`src/logic/ndsf_cfg.svh`:
```
// Offsets, field positions, command codes and counts of the diagnostic flag block
`ifndef NDSF_CFG_SVH
`define NDSF_CFG_SVH

`define NDSF_OFF_DIAG     12'h000
`define NDSF_OFF_SUCC     12'h004
`define NDSF_OFF_CMD      12'h008
`define NDSF_OFF_IMASK    12'h00c
`define NDSF_OFF_NODE     12'h010
`define NDSF_OFF_TENT     12'h014
`define NDSF_OFF_CFG      12'h018
`define NDSF_OFF_CTRL     12'h01c
`define NDSF_OFF_ISTAT    12'h020

`define NDSF_BIT_SELFREC  7
`define NDSF_BIT_DUP      6
`define NDSF_BIT_RXACT    5
`define NDSF_BIT_TOKEN    4
`define NDSF_BIT_EXCESSIVE_REFUSAL_FLAG   3
`define NDSF_BIT_TENT     2
`define NDSF_BIT_SUCC     1
`define NDSF_BIT_RECONFIGURATION_FLAG    0

`define NDSF_CMD_DIS_TX   8'h01
`define NDSF_CMD_CLR_FLG  8'h1e
`define NDSF_CMD_EN_TX    3'h3

`define NDSF_NAK_LONG     8'h80
`define NDSF_NAK_SHORT    8'h04

`define NDSF_RST_FLAGS    8'h00
`define NDSF_RST_NODE     8'h00
`endif

```
`src/logic/ndsf_pkg.sv`:
```
// Types shared by the diagnostic flag block
package ndsf_pkg;
	typedef struct packed {
		logic       rx_in;
		logic       token_obs;
		logic       own_token;
		logic [7:0] did0;
		logic [7:0] did1;
		logic       trail_ok;
		logic       response;
		logic       token_to_us;
		logic       lost_token_exp;
		logic       line_idle_exp;
		logic       nak;
		logic       succ_upd;
		logic [7:0] succ_id;
	} ndsf_obs_t;

	typedef struct packed {
		logic       pend;
		logic [7:0] did0;
		logic [7:0] did1;
		logic       trail_ok;
		logic       dup_set;
		logic       tent_set;
	} ndsf_match_t;

	typedef struct packed {
		logic [7:0] cnt;
		logic       exc_set;
	} ndsf_nak_t;
endpackage : ndsf_pkg

```
`src/logic/ndsf_diag.sv`:
```
// Diagnostic status flags of a token-passing node with an APB register slave
`timescale 1ns/1ps
`include "ndsf_cfg.svh"
module ndsf_diag
	import ndsf_pkg::*;
(
	input  wire logic        pclk,
	input  wire logic        presetn,
	input  wire logic        psel,
	input  wire logic        penable,
	input  wire logic        pwrite,
	input  wire logic [11:0] paddr,
	input  wire logic [31:0] pwdata,
	input  wire logic [3:0]  pstrb,
	output logic      [31:0] prdata,
	output logic             pready,
	output logic             pslverr,
	input  wire ndsf_obs_t   obs,
	output logic             irq,
	output logic             tx_enabled,
	output logic             tx_pending,
	output logic             tx_available
);
	typedef struct packed {
		logic [7:0]  flags;
		logic [7:0]  istat;
		logic [7:0]  imask;
		logic [7:0]  node_id;
		logic [7:0]  tent_id;
		logic [7:0]  succ_id;
		logic        nak_short;
		logic        tx_en;
		logic        tx_pend;
		logic        tx_avail;
		logic        avail_wait;
		logic        reconfiguration_flag;
		logic [31:0] prdata;
		logic        pready;
		logic        pslverr;
		logic        irq;
	} ndsf_state_t;

	ndsf_state_t s_r;
	ndsf_state_t s_nxt;

	logic dup_set;
	logic tent_set;
	logic exc_set;
	logic acc;
	logic wr;
	logic rd;
	logic cmd_clr;
	logic cmd_dis;
	logic [7:0] fset;
	logic [7:0] fclr;
	logic [7:0] iset;

	function automatic logic [7:0] bitv(input int pos);
		bitv = 8'h01 << pos;
	endfunction : bitv

	function automatic logic hit(input logic [11:0] a, input logic [11:0] off);
		hit = (a == off);
	endfunction : hit

	ndsf_token_match u_match (
		.pclk     (pclk),
		.presetn  (presetn),
		.obs      (obs),
		.node_id  (s_r.node_id),
		.tent_id  (s_r.tent_id),
		.tx_en    (s_r.tx_en),
		.dup_set  (dup_set),
		.tent_set (tent_set)
	);

	ndsf_nak_count u_nak (
		.pclk      (pclk),
		.presetn   (presetn),
		.nak       (obs.nak),
		.sel_short (s_r.nak_short),
		.clr       (cmd_clr),
		.exc_set   (exc_set)
	);

	// Access completes at the edge where pready is high
	assign acc     = psel && penable && s_r.pready;
	assign wr      = acc && pwrite && pstrb[0];
	assign rd      = acc && !pwrite;
	assign cmd_clr = wr && hit(paddr, `NDSF_OFF_CMD) && (pwdata[7:0] == `NDSF_CMD_CLR_FLG);
	assign cmd_dis = wr && hit(paddr, `NDSF_OFF_CMD) && (pwdata[7:0] == `NDSF_CMD_DIS_TX);

	always_comb
	begin
		fset = 8'h00;
		fclr = 8'h00;
		iset = 8'h00;
		if (obs.lost_token_exp)
			fset = fset | bitv(`NDSF_BIT_SELFREC);
		if (dup_set)
			fset = fset | bitv(`NDSF_BIT_DUP);
		if (obs.rx_in)
			fset = fset | bitv(`NDSF_BIT_RXACT);
		if (obs.token_obs && !obs.own_token)
			fset = fset | bitv(`NDSF_BIT_TOKEN);
		if (exc_set)
			fset = fset | bitv(`NDSF_BIT_EXCESSIVE_REFUSAL_FLAG);
		if (tent_set)
			fset = fset | bitv(`NDSF_BIT_TENT);
		if (obs.succ_upd)
			fset = fset | bitv(`NDSF_BIT_SUCC);
		if (rd && hit(paddr, `NDSF_OFF_DIAG))
			fclr = fclr | bitv(`NDSF_BIT_DUP);
		if (cmd_clr)
			fclr = fclr | bitv(`NDSF_BIT_EXCESSIVE_REFUSAL_FLAG);
		if (rd && hit(paddr, `NDSF_OFF_SUCC))
			fclr = fclr | bitv(`NDSF_BIT_SUCC);
		if (exc_set)
			iset = iset | bitv(`NDSF_BIT_EXCESSIVE_REFUSAL_FLAG);
		if (obs.succ_upd)
			iset = iset | bitv(`NDSF_BIT_SUCC);
		if (obs.line_idle_exp)
			iset = iset | bitv(`NDSF_BIT_RECONFIGURATION_FLAG);
	end

	always_comb
	begin
		s_nxt         = s_r;
		s_nxt.pready  = psel && penable && !s_r.pready;
		s_nxt.pslverr = 1'b0;
		// Set terms are ORed in after the clears
		s_nxt.flags = (s_r.flags & ~fclr) | fset;
		if (obs.succ_upd)
			s_nxt.succ_id = obs.succ_id;
		if (obs.line_idle_exp)
			s_nxt.reconfiguration_flag = 1'b1;
		else if (cmd_clr)
			s_nxt.reconfiguration_flag = 1'b0;
		if (obs.token_to_us && s_r.avail_wait)
		begin
			s_nxt.tx_avail   = 1'b1;
			s_nxt.avail_wait = 1'b0;
		end
		if (wr)
		begin
			case (paddr)
				`NDSF_OFF_CMD:
				begin
					if (cmd_dis)
					begin
						s_nxt.tx_pend    = 1'b0;
						s_nxt.tx_en      = 1'b0;
						s_nxt.avail_wait = 1'b1;
					end
					else if (pwdata[2:0] == `NDSF_CMD_EN_TX)
					begin
						s_nxt.tx_en      = 1'b1;
						s_nxt.tx_pend    = 1'b1;
						s_nxt.tx_avail   = 1'b0;
						s_nxt.avail_wait = 1'b0;
					end
				end
				`NDSF_OFF_IMASK: s_nxt.imask = pwdata[7:0];
				`NDSF_OFF_NODE:  s_nxt.node_id = pwdata[7:0];
				`NDSF_OFF_TENT:  s_nxt.tent_id = pwdata[7:0];
				`NDSF_OFF_CFG:   s_nxt.nak_short = pwdata[0];
				`NDSF_OFF_ISTAT: ;
				`NDSF_OFF_DIAG,
				`NDSF_OFF_SUCC,
				`NDSF_OFF_CTRL:  ;
				default:         ;
			endcase
		end
		// Write one clears, but an event in the same cycle stays
		s_nxt.istat = (s_r.istat & ~((wr && hit(paddr, `NDSF_OFF_ISTAT)) ? pwdata[7:0] : 8'h00)) | iset;
		s_nxt.irq   = |(s_nxt.istat & s_nxt.imask);
		if (psel && penable && !s_r.pready)
		begin
			s_nxt.prdata = 32'h0000_0000;
			case (paddr)
				// Reserved bit 0 reads as zero; software must not rely on it
				`NDSF_OFF_DIAG:  s_nxt.prdata[7:0] = s_r.flags & 8'hfe;
				`NDSF_OFF_SUCC:  s_nxt.prdata[7:0] = s_r.succ_id;
				`NDSF_OFF_CMD:   ;
				`NDSF_OFF_IMASK: s_nxt.prdata[7:0] = s_r.imask;
				`NDSF_OFF_NODE:  s_nxt.prdata[7:0] = s_r.node_id;
				`NDSF_OFF_TENT:  s_nxt.prdata[7:0] = s_r.tent_id;
				`NDSF_OFF_CFG:   s_nxt.prdata[0] = s_r.nak_short;
				`NDSF_OFF_CTRL:  s_nxt.prdata[3:0] = {s_r.reconfiguration_flag, s_r.tx_avail, s_r.tx_pend, s_r.tx_en};
				`NDSF_OFF_ISTAT: s_nxt.prdata[7:0] = s_r.istat;
				default:         s_nxt.pslverr = 1'b1;
			endcase
		end
	end

	always_ff @(posedge pclk or negedge presetn)
	begin
		if (!presetn)
		begin
			s_r          <= '0;
			s_r.flags    <= `NDSF_RST_FLAGS;
			s_r.node_id  <= `NDSF_RST_NODE;
			s_r.tx_avail <= 1'b1;
		end
		else
			s_r <= s_nxt;
	end

	assign prdata       = s_r.prdata;
	assign pready       = s_r.pready;
	assign pslverr      = s_r.pslverr;
	assign irq          = s_r.irq;
	assign tx_enabled   = s_r.tx_en;
	assign tx_pending   = s_r.tx_pend;
	assign tx_available = s_r.tx_avail;
endmodule : ndsf_diag

```
`src/logic/ndsf_nak_count.sv`:
```
// Counts refusals to the free buffer enquiry and flags an excess
`timescale 1ns/1ps
`include "ndsf_cfg.svh"
module ndsf_nak_count
	import ndsf_pkg::*;
(
	input  wire logic pclk,
	input  wire logic presetn,
	input  wire logic nak,
	input  wire logic sel_short,
	input  wire logic clr,
	output logic      exc_set
);
	ndsf_nak_t  s_r;
	ndsf_nak_t  s_nxt;
	logic [7:0] limit;

	always_comb
	begin
		limit         = sel_short ? `NDSF_NAK_SHORT : `NDSF_NAK_LONG;
		s_nxt         = s_r;
		s_nxt.exc_set = 1'b0;
		if (clr)
			s_nxt.cnt = 8'h00;
		else if (nak && (s_r.cnt < limit))
		begin
			s_nxt.cnt     = s_r.cnt + 8'h01;
			s_nxt.exc_set = (s_r.cnt + 8'h01 == limit);
		end
	end

	always_ff @(posedge pclk or negedge presetn)
	begin
		if (!presetn)
			s_r <= '0;
		else
			s_r <= s_nxt;
	end

	assign exc_set = s_r.exc_set;
endmodule : ndsf_nak_count

```
`src/logic/ndsf_token_match.sv`:
```
// Token identifier comparison for duplicate and tentative identity detection
`timescale 1ns/1ps
`include "ndsf_cfg.svh"
module ndsf_token_match
	import ndsf_pkg::*;
(
	input  wire logic       pclk,
	input  wire logic       presetn,
	input  wire ndsf_obs_t  obs,
	input  wire logic [7:0] node_id,
	input  wire logic [7:0] tent_id,
	input  wire logic       tx_en,
	output logic            dup_set,
	output logic            tent_set
);
	ndsf_match_t s_r;
	ndsf_match_t s_nxt;

	always_comb
	begin
		s_nxt          = s_r;
		s_nxt.dup_set  = 1'b0;
		s_nxt.tent_set = 1'b0;
		if (s_r.pend && obs.response)
		begin
			s_nxt.pend     = 1'b0;
			s_nxt.dup_set  = (s_r.did0 == node_id) && (s_r.did1 == node_id) && s_r.trail_ok;
			s_nxt.tent_set = (s_r.did0 == tent_id);
		end
		if (obs.token_obs)
		begin
			s_nxt.pend     = 1'b1;
			s_nxt.did0     = obs.did0;
			s_nxt.did1     = obs.did1;
			s_nxt.trail_ok = obs.trail_ok;
		end
		// Online the node answers its own token, so it always matches
		if (tx_en && obs.token_to_us)
			s_nxt.dup_set = 1'b1;
	end

	always_ff @(posedge pclk or negedge presetn)
	begin
		if (!presetn)
			s_r <= '0;
		else
			s_r <= s_nxt;
	end

	assign dup_set  = s_r.dup_set;
	assign tent_set = s_r.tent_set;
endmodule : ndsf_token_match

```
`config.mk`:
```
export PLATFORM = sky130hd
export DESIGN_NAME = ndsf_diag
export DESIGN_NICKNAME = d
export VERILOG_FILES = /design/src/logic/ndsf_pkg.sv /design/src/logic/ndsf_diag.sv /design/src/logic/ndsf_nak_count.sv /design/src/logic/ndsf_token_match.sv
export VERILOG_INCLUDE_DIRS = /design/src /design/src/logic
export SDC_FILE = /design/constraint.sdc
export NUM_CORES = 1
export LEC_CHECK = 0
export ABC_AREA = 0
export BUFFER_PORTS_ARGS = -buffer_cell sky130_fd_sc_hd__clkbuf_2
export CAP_MARGIN = 20
export CORE_MARGIN = 5
export CORE_UTILIZATION = 30
export CTS_CLUSTER_DIAMETER = 40
export DETAILED_ROUTE_END_ITERATION = 10
export PLACE_DENSITY = 0.55
export SLEW_MARGIN = 40
export SYNTH_ARGS = -nofsm -noshare
export SYNTH_HDL_FRONTEND = slang
export SYNTH_HIERARCHICAL = 1
export SYNTH_SLANG_ARGS = --single-unit
```
`constraint.sdc`:
```
create_clock -name pclk -period 2.2 [get_ports pclk]
set_clock_uncertainty 0.15 [all_clocks]
set_input_delay 0.44 -clock pclk [delete_from_list [all_inputs] [get_ports pclk]]
set_output_delay 0.44 -clock pclk [all_outputs]
set_load 0.05 [all_outputs]
```
==> results.toml, run 1 <==
[logic_synthesis]
synth-edff-count = 0
main_synth_ff_type = "sky130_fd_sc_hd__dfrtp_1"
ys_warn_count = 6
ys_types = 60
cells_after_synthesis = 430
post_synth.cell_area_avg_um2 = 11.05
synth-seq-cells = 92
mappedNetlistArea_mm2 = 0.004752
synth_top_cell_by_area = "sky130_fd_sc_hd__dfrtp_1"
synth_sequential_area_ratio = 0.4847
synth_area_leaders = "sky130_fd_sc_hd__dfrtp_1, sky130_fd_sc_hd__mux2_2, sky130_fd_sc_hd__buf_4, sky130_fd_sc_hd__xnor2_1, sky130_fd_sc_hd__nand3_1"
postSynth.asyncResetShare = 1.000
area_fraction_of_the_dominant_cell_type_after_synthesis = 0.4792

[floorplan]
fp-row-count = 46
initial_core_util = 0.3024
design.die.area_mm2 = 0.01846
io_pins = 125
floorplan.die.height_um = 135.9
core_area_mm2 = 0.01571
die_width_um = 135.9

[drt]
drt-wirelength-per-cell_um = 16.99
final_ant_viol_nets = 0
first_pass_drt_iterations = 4
dr_total_vias = 3686
totalWireLength_um = 12950
drt_first_iter_violations = 153
routed_via_density = 4.837
drt_drc_violations_left = 0

[cells_and_area]
final_net_count = 630
flow.area_growth_from_synthesis_pct = 26.83
post_layout_nonfiller_instances = 762
share_of_final_layout_standard_cells_stronger_than_drive_strength_1 = 0.4212
antenna_cells_inserted = 0

[timing]
setup_viol_count_final = 11
final.setup.worst_slack_ns = -0.2993
timing_hold_violations_final = 0
grt_setup_unrepaired = "yes"
period_share = 1.136
timing.final.crit_period_ns = 2.499
fmaxAchievable_mhz = 400.1
timing.final.max_slew_violations = 0

[power_and_ir_drop]
p_total_uw = 3791
power_density_mw_per_mm2 = 629.1
ir_drop_mv = 0.3763
p_leak_uw = 0.002769

[critical_path]
cp_data_arrival_time_ns = 2.58
r2r-start = "pready$_DFF_PN0_"
timing.critical_path.cells = "buf_6, or4_4, nor4_4, nand4_1, or4_4, or3_4, inv_4, buf_12, a21oi_2"
path_max_fanout = 7
r2r_cells = 8
max_stage_delay_ns = 0.55
setup.worst_path.start_class = "input pin"
critical-path-slowest-cell = "sky130_fd_sc_hd__or4_4"
setup.reg_to_reg.worst_slack_ns = -0.06
critPathTopFamily = "simple AND/OR/NAND/NOR gates"
worst_r2r_endpoint = "u_nak/s_r[4]$_DFFE_PN0P_"
crit_required_ns = 2.28
timing.critical_path.mode_cell = "sky130_fd_sc_hd__or4_4"
worst_path_class_setup = "in -> reg"
end_kind = "flip-flop"
worst-path-buf-inv = 3

[cts]
cts.root.buffer_cell = "sky130_fd_sc_hd__clkbuf_16"
clk_latency_ns = 0.35
cts.reportedPaths.clkPinSlew_ns = 0.06
clock_tree_from_tritoncts = "done"
htreeDepth = 3
cts_num_sinks = 92
cts_buffers = 9
clockBufferDepth = 2

[placed_design]
place.port_buffers = 73
place_ws_ns = -0.6863
dpl.hpwl_um = 10350
placedCellCount = 739
gp_congestion = 0.8655

[worst_hold_path]
whs_path_depth = 2
hold_start = "obs[33]"
hold_end = "s_r[86]$_DFF_PN0_"
min_delay_path_class = "in -> reg"

[global_routing]
total_gr_overflow = 0
via_count_of_the_first_global_routing_pass = 3795
grtUsageTotal = 0.1437
grt_pass1_wl_um = 20490
grt_antenna_before_repair = 0
grt_start_max_net_pins = 31

[outcome]
violations = "negative setup slack"
status = "complete, but fails checks"

[job]
max_capacitance_violation_total = 0
[through the flow]
| stage | utilization | hold WS, ns | instance area (µm²) | TNS [ns] |
|---|---|---|---|---|
| after CTS | 0.3793 | 0.1231 | 5959 | -3.103 |
| after global placement | 0.3555 | 0.2367 | 5585 | -9.807 |
| after detailed placement | 0.3555 | 0.2405 | 5585 | -10.34 |
| final | 0.3836 | 0.1303 | 6027 | -3.031 |
| after global routing | 0.3836 | 0.1422 | 6027 | -4.340 |
| after floorplan | - | -0.005591 | 4863 | -5.179 |
[sequential cells by signal, summed over array words and instances (netlist names)]
signal	cells
irq	1
prdata	8
pready	1
pslverr	1
s_r	50
tx_available	1
tx_enabled	1
u_match/dup_set	1
u_match/s_r	18
u_match/tent_set	1
u_nak/exc_set	1
u_nak/s_r	8
[per-layer routing]
layer / GRT usage / part of all wire / vias to the layer above
li1: - / - / 1749
met1: 0.1977 / 0.46 / 1812
met2: 0.2254 / 0.46 / 110
met3: 0.03479 / 0.060 / 15
met4: 0.04311 / 0.019 / 0
met5: 0 / 0 / -
[cell usage in the layout, fill, tap and decap left out, types with 3 or more instances in the layout]
cell type | synthesis | routed
sky130_fd_sc_hd__nand3_1 | 19 | 18
sky130_fd_sc_hd__mux2_2 | 53 | 52
sky130_fd_sc_hd__a21oi_1 | 8 | 3
sky130_fd_sc_hd__buf_12 | 0 | 4
sky130_fd_sc_hd__or2_2 | 5 | 5
sky130_fd_sc_hd__clkbuf_16 | 0 | 9
sky130_fd_sc_hd__clkbuf_2 | 0 | 71
sky130_fd_sc_hd__inv_1 | 13 | 12
sky130_fd_sc_hd__nand4_1 | 7 | 7
sky130_fd_sc_hd__nand2_1 | 12 | 12
sky130_fd_sc_hd__a31oi_1 | 5 | 5
sky130_fd_sc_hd__nor2b_1 | 3 | 3
sky130_fd_sc_hd__a21oi_2 | 0 | 3
sky130_fd_sc_hd__nand2b_1 | 4 | 4
sky130_fd_sc_hd__a22oi_1 | 10 | 6
sky130_fd_sc_hd__conb_1 | 1 | 24
sky130_fd_sc_hd__nor3_1 | 13 | 13
sky130_fd_sc_hd__nor2_1 | 16 | 13
sky130_fd_sc_hd__and3_1 | 12 | 12
sky130_fd_sc_hd__a221oi_1 | 3 | 3
sky130_fd_sc_hd__nor2_2 | 0 | 3
sky130_fd_sc_hd__dfrtp_1 | 91 | 90
sky130_fd_sc_hd__a21o_1 | 11 | 11
sky130_fd_sc_hd__a22oi_2 | 0 | 4
sky130_fd_sc_hd__a222oi_1 | 3 | 3
sky130_fd_sc_hd__nor4_1 | 6 | 6
sky130_fd_sc_hd__o21ai_0 | 17 | 16
sky130_fd_sc_hd__or4_1 | 4 | 3
sky130_fd_sc_hd__mux2i_1 | 7 | 7
sky130_fd_sc_hd__or3_1 | 5 | 4
sky130_fd_sc_hd__xnor2_1 | 12 | 12
sky130_fd_sc_hd__buf_4 | 33 | 53
[power by group]
part	switching, µW	leakage (µW)	internal (µW)
Sequential	51.0	0.00113	1750
Clock	679	0.000144	888
Combinational	260	0.00149	165
Total	989	0.00277	2800
[worst max path at each step]
stage | start | end | slack, ns | depth (start not counted)
floorplan | paddr[7] | u_nak/exc_set$_DFF_PN0_ | -0.54 | 9
global placement | paddr[7] | u_nak/exc_set$_DFF_PN0_ | -0.65 | 9
detailed placement | paddr[7] | u_nak/exc_set$_DFF_PN0_ | -0.69 | 9
CTS | paddr[7] | u_nak/exc_set$_DFF_PN0_ | -0.31 | 9
global route | paddr[7] | u_nak/exc_set$_DFF_PN0_ | -0.40 | 9
finish | paddr[7] | u_nak/s_r[4]$_DFFE_PN0P_ | -0.30 | 9
[Yosys cell counts (all sizes together) (2+ instances only)]
cell type	count
nor2	16
a221oi	3
o31ai	2
inv	13
nand2b	4
nor3	13
mux2	53
or4	5
a22oi	10
nor4b	2
a311oi	2
o21ai	17
buf	39
a31oi	5
clkbuf	15
nand2	12
nor2b	3
or3	5
or2	5
nor4	8
a21oi	8
a222oi	3
mux2i	7
nand3	19
o22ai	2
xnor2	12
ha	2
a211oi	2
a21o	11
dfrtp	91
nand4	7
and3	12
nand3b	2
[layout make-up]
cell class              count  area [µm²]
clock inverters             7       75.07
inverters                  13       51.30
flip-flops and latches     92        2305
well taps                 216       270.3
repair buffers            131       865.8
fillers                  1580        9686
multi-input cells         294        2235
clock buffers               9       225.2
[logic make-up (layout without fill, tap and decap cells)]
group,count (synthesis),after routing,share of synthesized area
AOI/OAI and AO/OA,74,74,0.1074
xor gates and xnor gates,14,14,0.02870
muxes,61,61,0.1451
and+or+nand+nor,119,119,0.1464
buffers and inverters,67,160,0.08162
adders and majority gates,2,2,0.005265
other,1,24,0.0007891
DFF,92,92,0.4847
[timing repair]
action / CTS / global route
pin swaps: 5 / 6
endpoints found under the setup margin: 13 / 14
hold endpoints to repair: 23 / 0
gates resized for setup: 12 / 8
hold buffers: 1 / 0
setup buffers: 3 / 3
Power figures use the tool's default switching activity.
==> run 2, diff against run 1 <==
CORE_UTILIZATION = 48   (was 30)
PLACE_DENSITY = 0.8   (was 0.55)
==> results.toml, run 2 (synthesis results as in run 1) <==
[cts]
cts_buffers = 9
cts.root.buffer_cell = "sky130_fd_sc_hd__clkbuf_8"
htreeDepth = 3
cts.reportedPaths.clkPinSlew_ns = 0.08
clockBufferDepth = 2
clk_latency_ns = 0.37
clock_tree_from_tritoncts = "done"
cts_num_sinks = 92

[floorplan]
floorplan.die.height_um = 109.5
fp-row-count = 36
die_width_um = 109.5
core_area_mm2 = 0.009729
io_pins = 125
initial_core_util = 0.4884
design.die.area_mm2 = 0.01199

[drt]
first_pass_drt_iterations = 4
routed_via_density = 5.640
drt_first_iter_violations = 269
totalWireLength_um = 12130
final_ant_viol_nets = 0
dr_total_vias = 3756
drt-wirelength-per-cell_um = 18.21
drt_drc_violations_left = 0

[cells_and_area]
share_of_final_layout_standard_cells_stronger_than_drive_strength_1 = 0.4071
antenna_cells_inserted = 0
fill_cells = 821
final_net_count = 617
reg_top3 = "s_r: 50 flops, u_match/s_r: 18 flops"
number_of_flip_flops_under_the_largest_register_name = 50
layout.cells.most_common_list = "sky130_fd_sc_hd__dfrtp_1, sky130_fd_sc_hd__clkbuf_2, sky130_fd_sc_hd__mux2_2"
mostFrequentLayoutCell = "sky130_fd_sc_hd__dfrtp_1"
postLayoutCellArea_mm2 = 0.005704
flow.area_growth_from_synthesis_pct = 20.04
top_register = "s_r"

[timing]
setup_viol_count_final = 11
final.setup.worst_slack_ns = -0.2726
timing_hold_violations_final = 0
timing.final.max_slew_violations = 0
period_share = 1.124
hold_slack_ns = 0.1157
setup-tns-final_ns = -2.805
grt_setup_unrepaired = "yes"
timing.final.crit_period_ns = 2.473
fmaxAchievable_mhz = 404.4

[critical_path]
path_max_fanout = 3
crit_required_ns = 2.30
crit_path_start = "paddr[7]"
setup.worst_path.start_class = "input pin"
end_kind = "flip-flop"
timing.critical_path.mode_cell = "sky130_fd_sc_hd__or4_4"
max_stage_delay_ns = 0.55
critical-path-slowest-cell = "sky130_fd_sc_hd__or4_4"
critPathTopFamily = "simple AND/OR/NAND/NOR gates"
r2r-start = "pready$_DFF_PN0_"
cp_data_arrival_time_ns = 2.57
worst-path-buf-inv = 2
timing.critical_path.cells = "buf_6, or4_4, nor4_4, nand4_1, or4_4, or3_4, inv_4, or4_4, nor4_2"
worst_path_class_setup = "in -> reg"

[placed_design]
gp_congestion = 0.9399
dpl.hpwl_um = 9266
placement.cell_area_mm2 = 0.005406
place.port_buffers = 73

[power_and_ir_drop]
ir_drop_mv = 0.3297
p_leak_uw = 0.002653
power_density_mw_per_mm2 = 574.0

[job]
max_capacitance_violation_total = 0

[worst_hold_path]
hold_start = "obs[11]"
min_delay_path_class = "in -> reg"

[global_routing]
grt_start_max_net_pins = 40
grt_antenna_before_repair = 0
grt_pass1_wl_um = 19110
total_gr_overflow = 0
via_count_of_the_first_global_routing_pass = 3781
grtUsageTotal = 0.2107

[outcome]
violations = "negative setup slack"
status = "complete, but fails checks"
[run 2: cell count changes in the layout (fill, tap and decap cells not counted), moves of 2 or more]
| cell | delta |
|---|---|
| sky130_fd_sc_hd__clkinvlp_4 | -2 |
| sky130_fd_sc_hd__buf_4 | -13 |
| sky130_fd_sc_hd__clkbuf_16 | -9 |
| sky130_fd_sc_hd__a21oi_2 | +2 |
| sky130_fd_sc_hd__a21oi_4 | -2 |
| sky130_fd_sc_hd__clkbuf_8 | +10 |
[run 2: final cells by class]
class                      count  area (µm²)  area share
tap                          133       166.4     0.02917
sequential                    92        2305      0.4040
inverter                      13       51.30    0.008993
clock inverter                 5       36.28    0.006361
clock buffer                  11       141.4     0.02479
timing repair buffer         118       768.2      0.1347
multi-input combinational    294        2236      0.3920
[run 2: power by group]
group          internal, µW  switching, µW  total, µW  leakage (µW)
sequential             1750           50.5       1800       0.00113
combinational           158            259        417       0.00143
clock                   449            610       1060     0.0000941
total                  2350            920       3270       0.00265
[run 2: worst paths after layout]
kind / slack (ns) / cells after the start / to
worst max-delay path: -0.27 / 9 / u_nak/exc_set$_DFF_PN0_
worst min-delay path: 0.12 / 2 / s_r[88]$_DFF_PN0_
worst max register to register: -0.11 / 8 / u_nak/exc_set$_DFF_PN0_
worst min register to register: 0.31 / 1 / s_r[83]$_DFF_PN0_
max in group asynchronous: 0.84 / 3 / u_match/s_r[10]$_DFFE_PN0P_
min in group asynchronous: 0.41 / 2 / s_r[58]$_DFFE_PN0P_
[run 2: worst register-to-register path, stage by stage (launching register included)]
cell,delay (ns)
sky130_fd_sc_hd__dfrtp_2,0.36
sky130_fd_sc_hd__and3_1,0.16
sky130_fd_sc_hd__and3_1,0.21
sky130_fd_sc_hd__nand4_1,0.18
sky130_fd_sc_hd__or4_4,0.48
sky130_fd_sc_hd__or3_4,0.41
sky130_fd_sc_hd__inv_4,0.08
sky130_fd_sc_hd__or4_4,0.12
sky130_fd_sc_hd__nor4_2,0.03
[run 2: what timing repair did]
action,in CTS,in global routing
setup buffers,4,0
pin swaps,5,7
endpoints found under the hold margin,33,0
setup endpoints to repair,13,14
gates resized for setup,15,6
hold buffers,1,0
gates cloned,0,0
[run 2: metrics by stage]
step                  util  cells  power, µW  setup slack, ns
floorplan                -    453       2092          -0.5408
global placement    0.5557    646       2225          -0.5879
detailed placement  0.5557    646       2240          -0.6349
CTS                 0.5832    666       3296          -0.2395
global route        0.5863    666       3411          -0.3127
finish              0.5863    666       3274          -0.2726
[run 2: metal layers]
layer  vias to the layer above  global-route usage  part of all wire
met5                         -                   0                 0
met3                        21             0.03641             0.063
met4                         0             0.09172             0.023
met1                      1866              0.2755              0.42
li1                       1713                   -                 -
met2                       156              0.3448              0.49
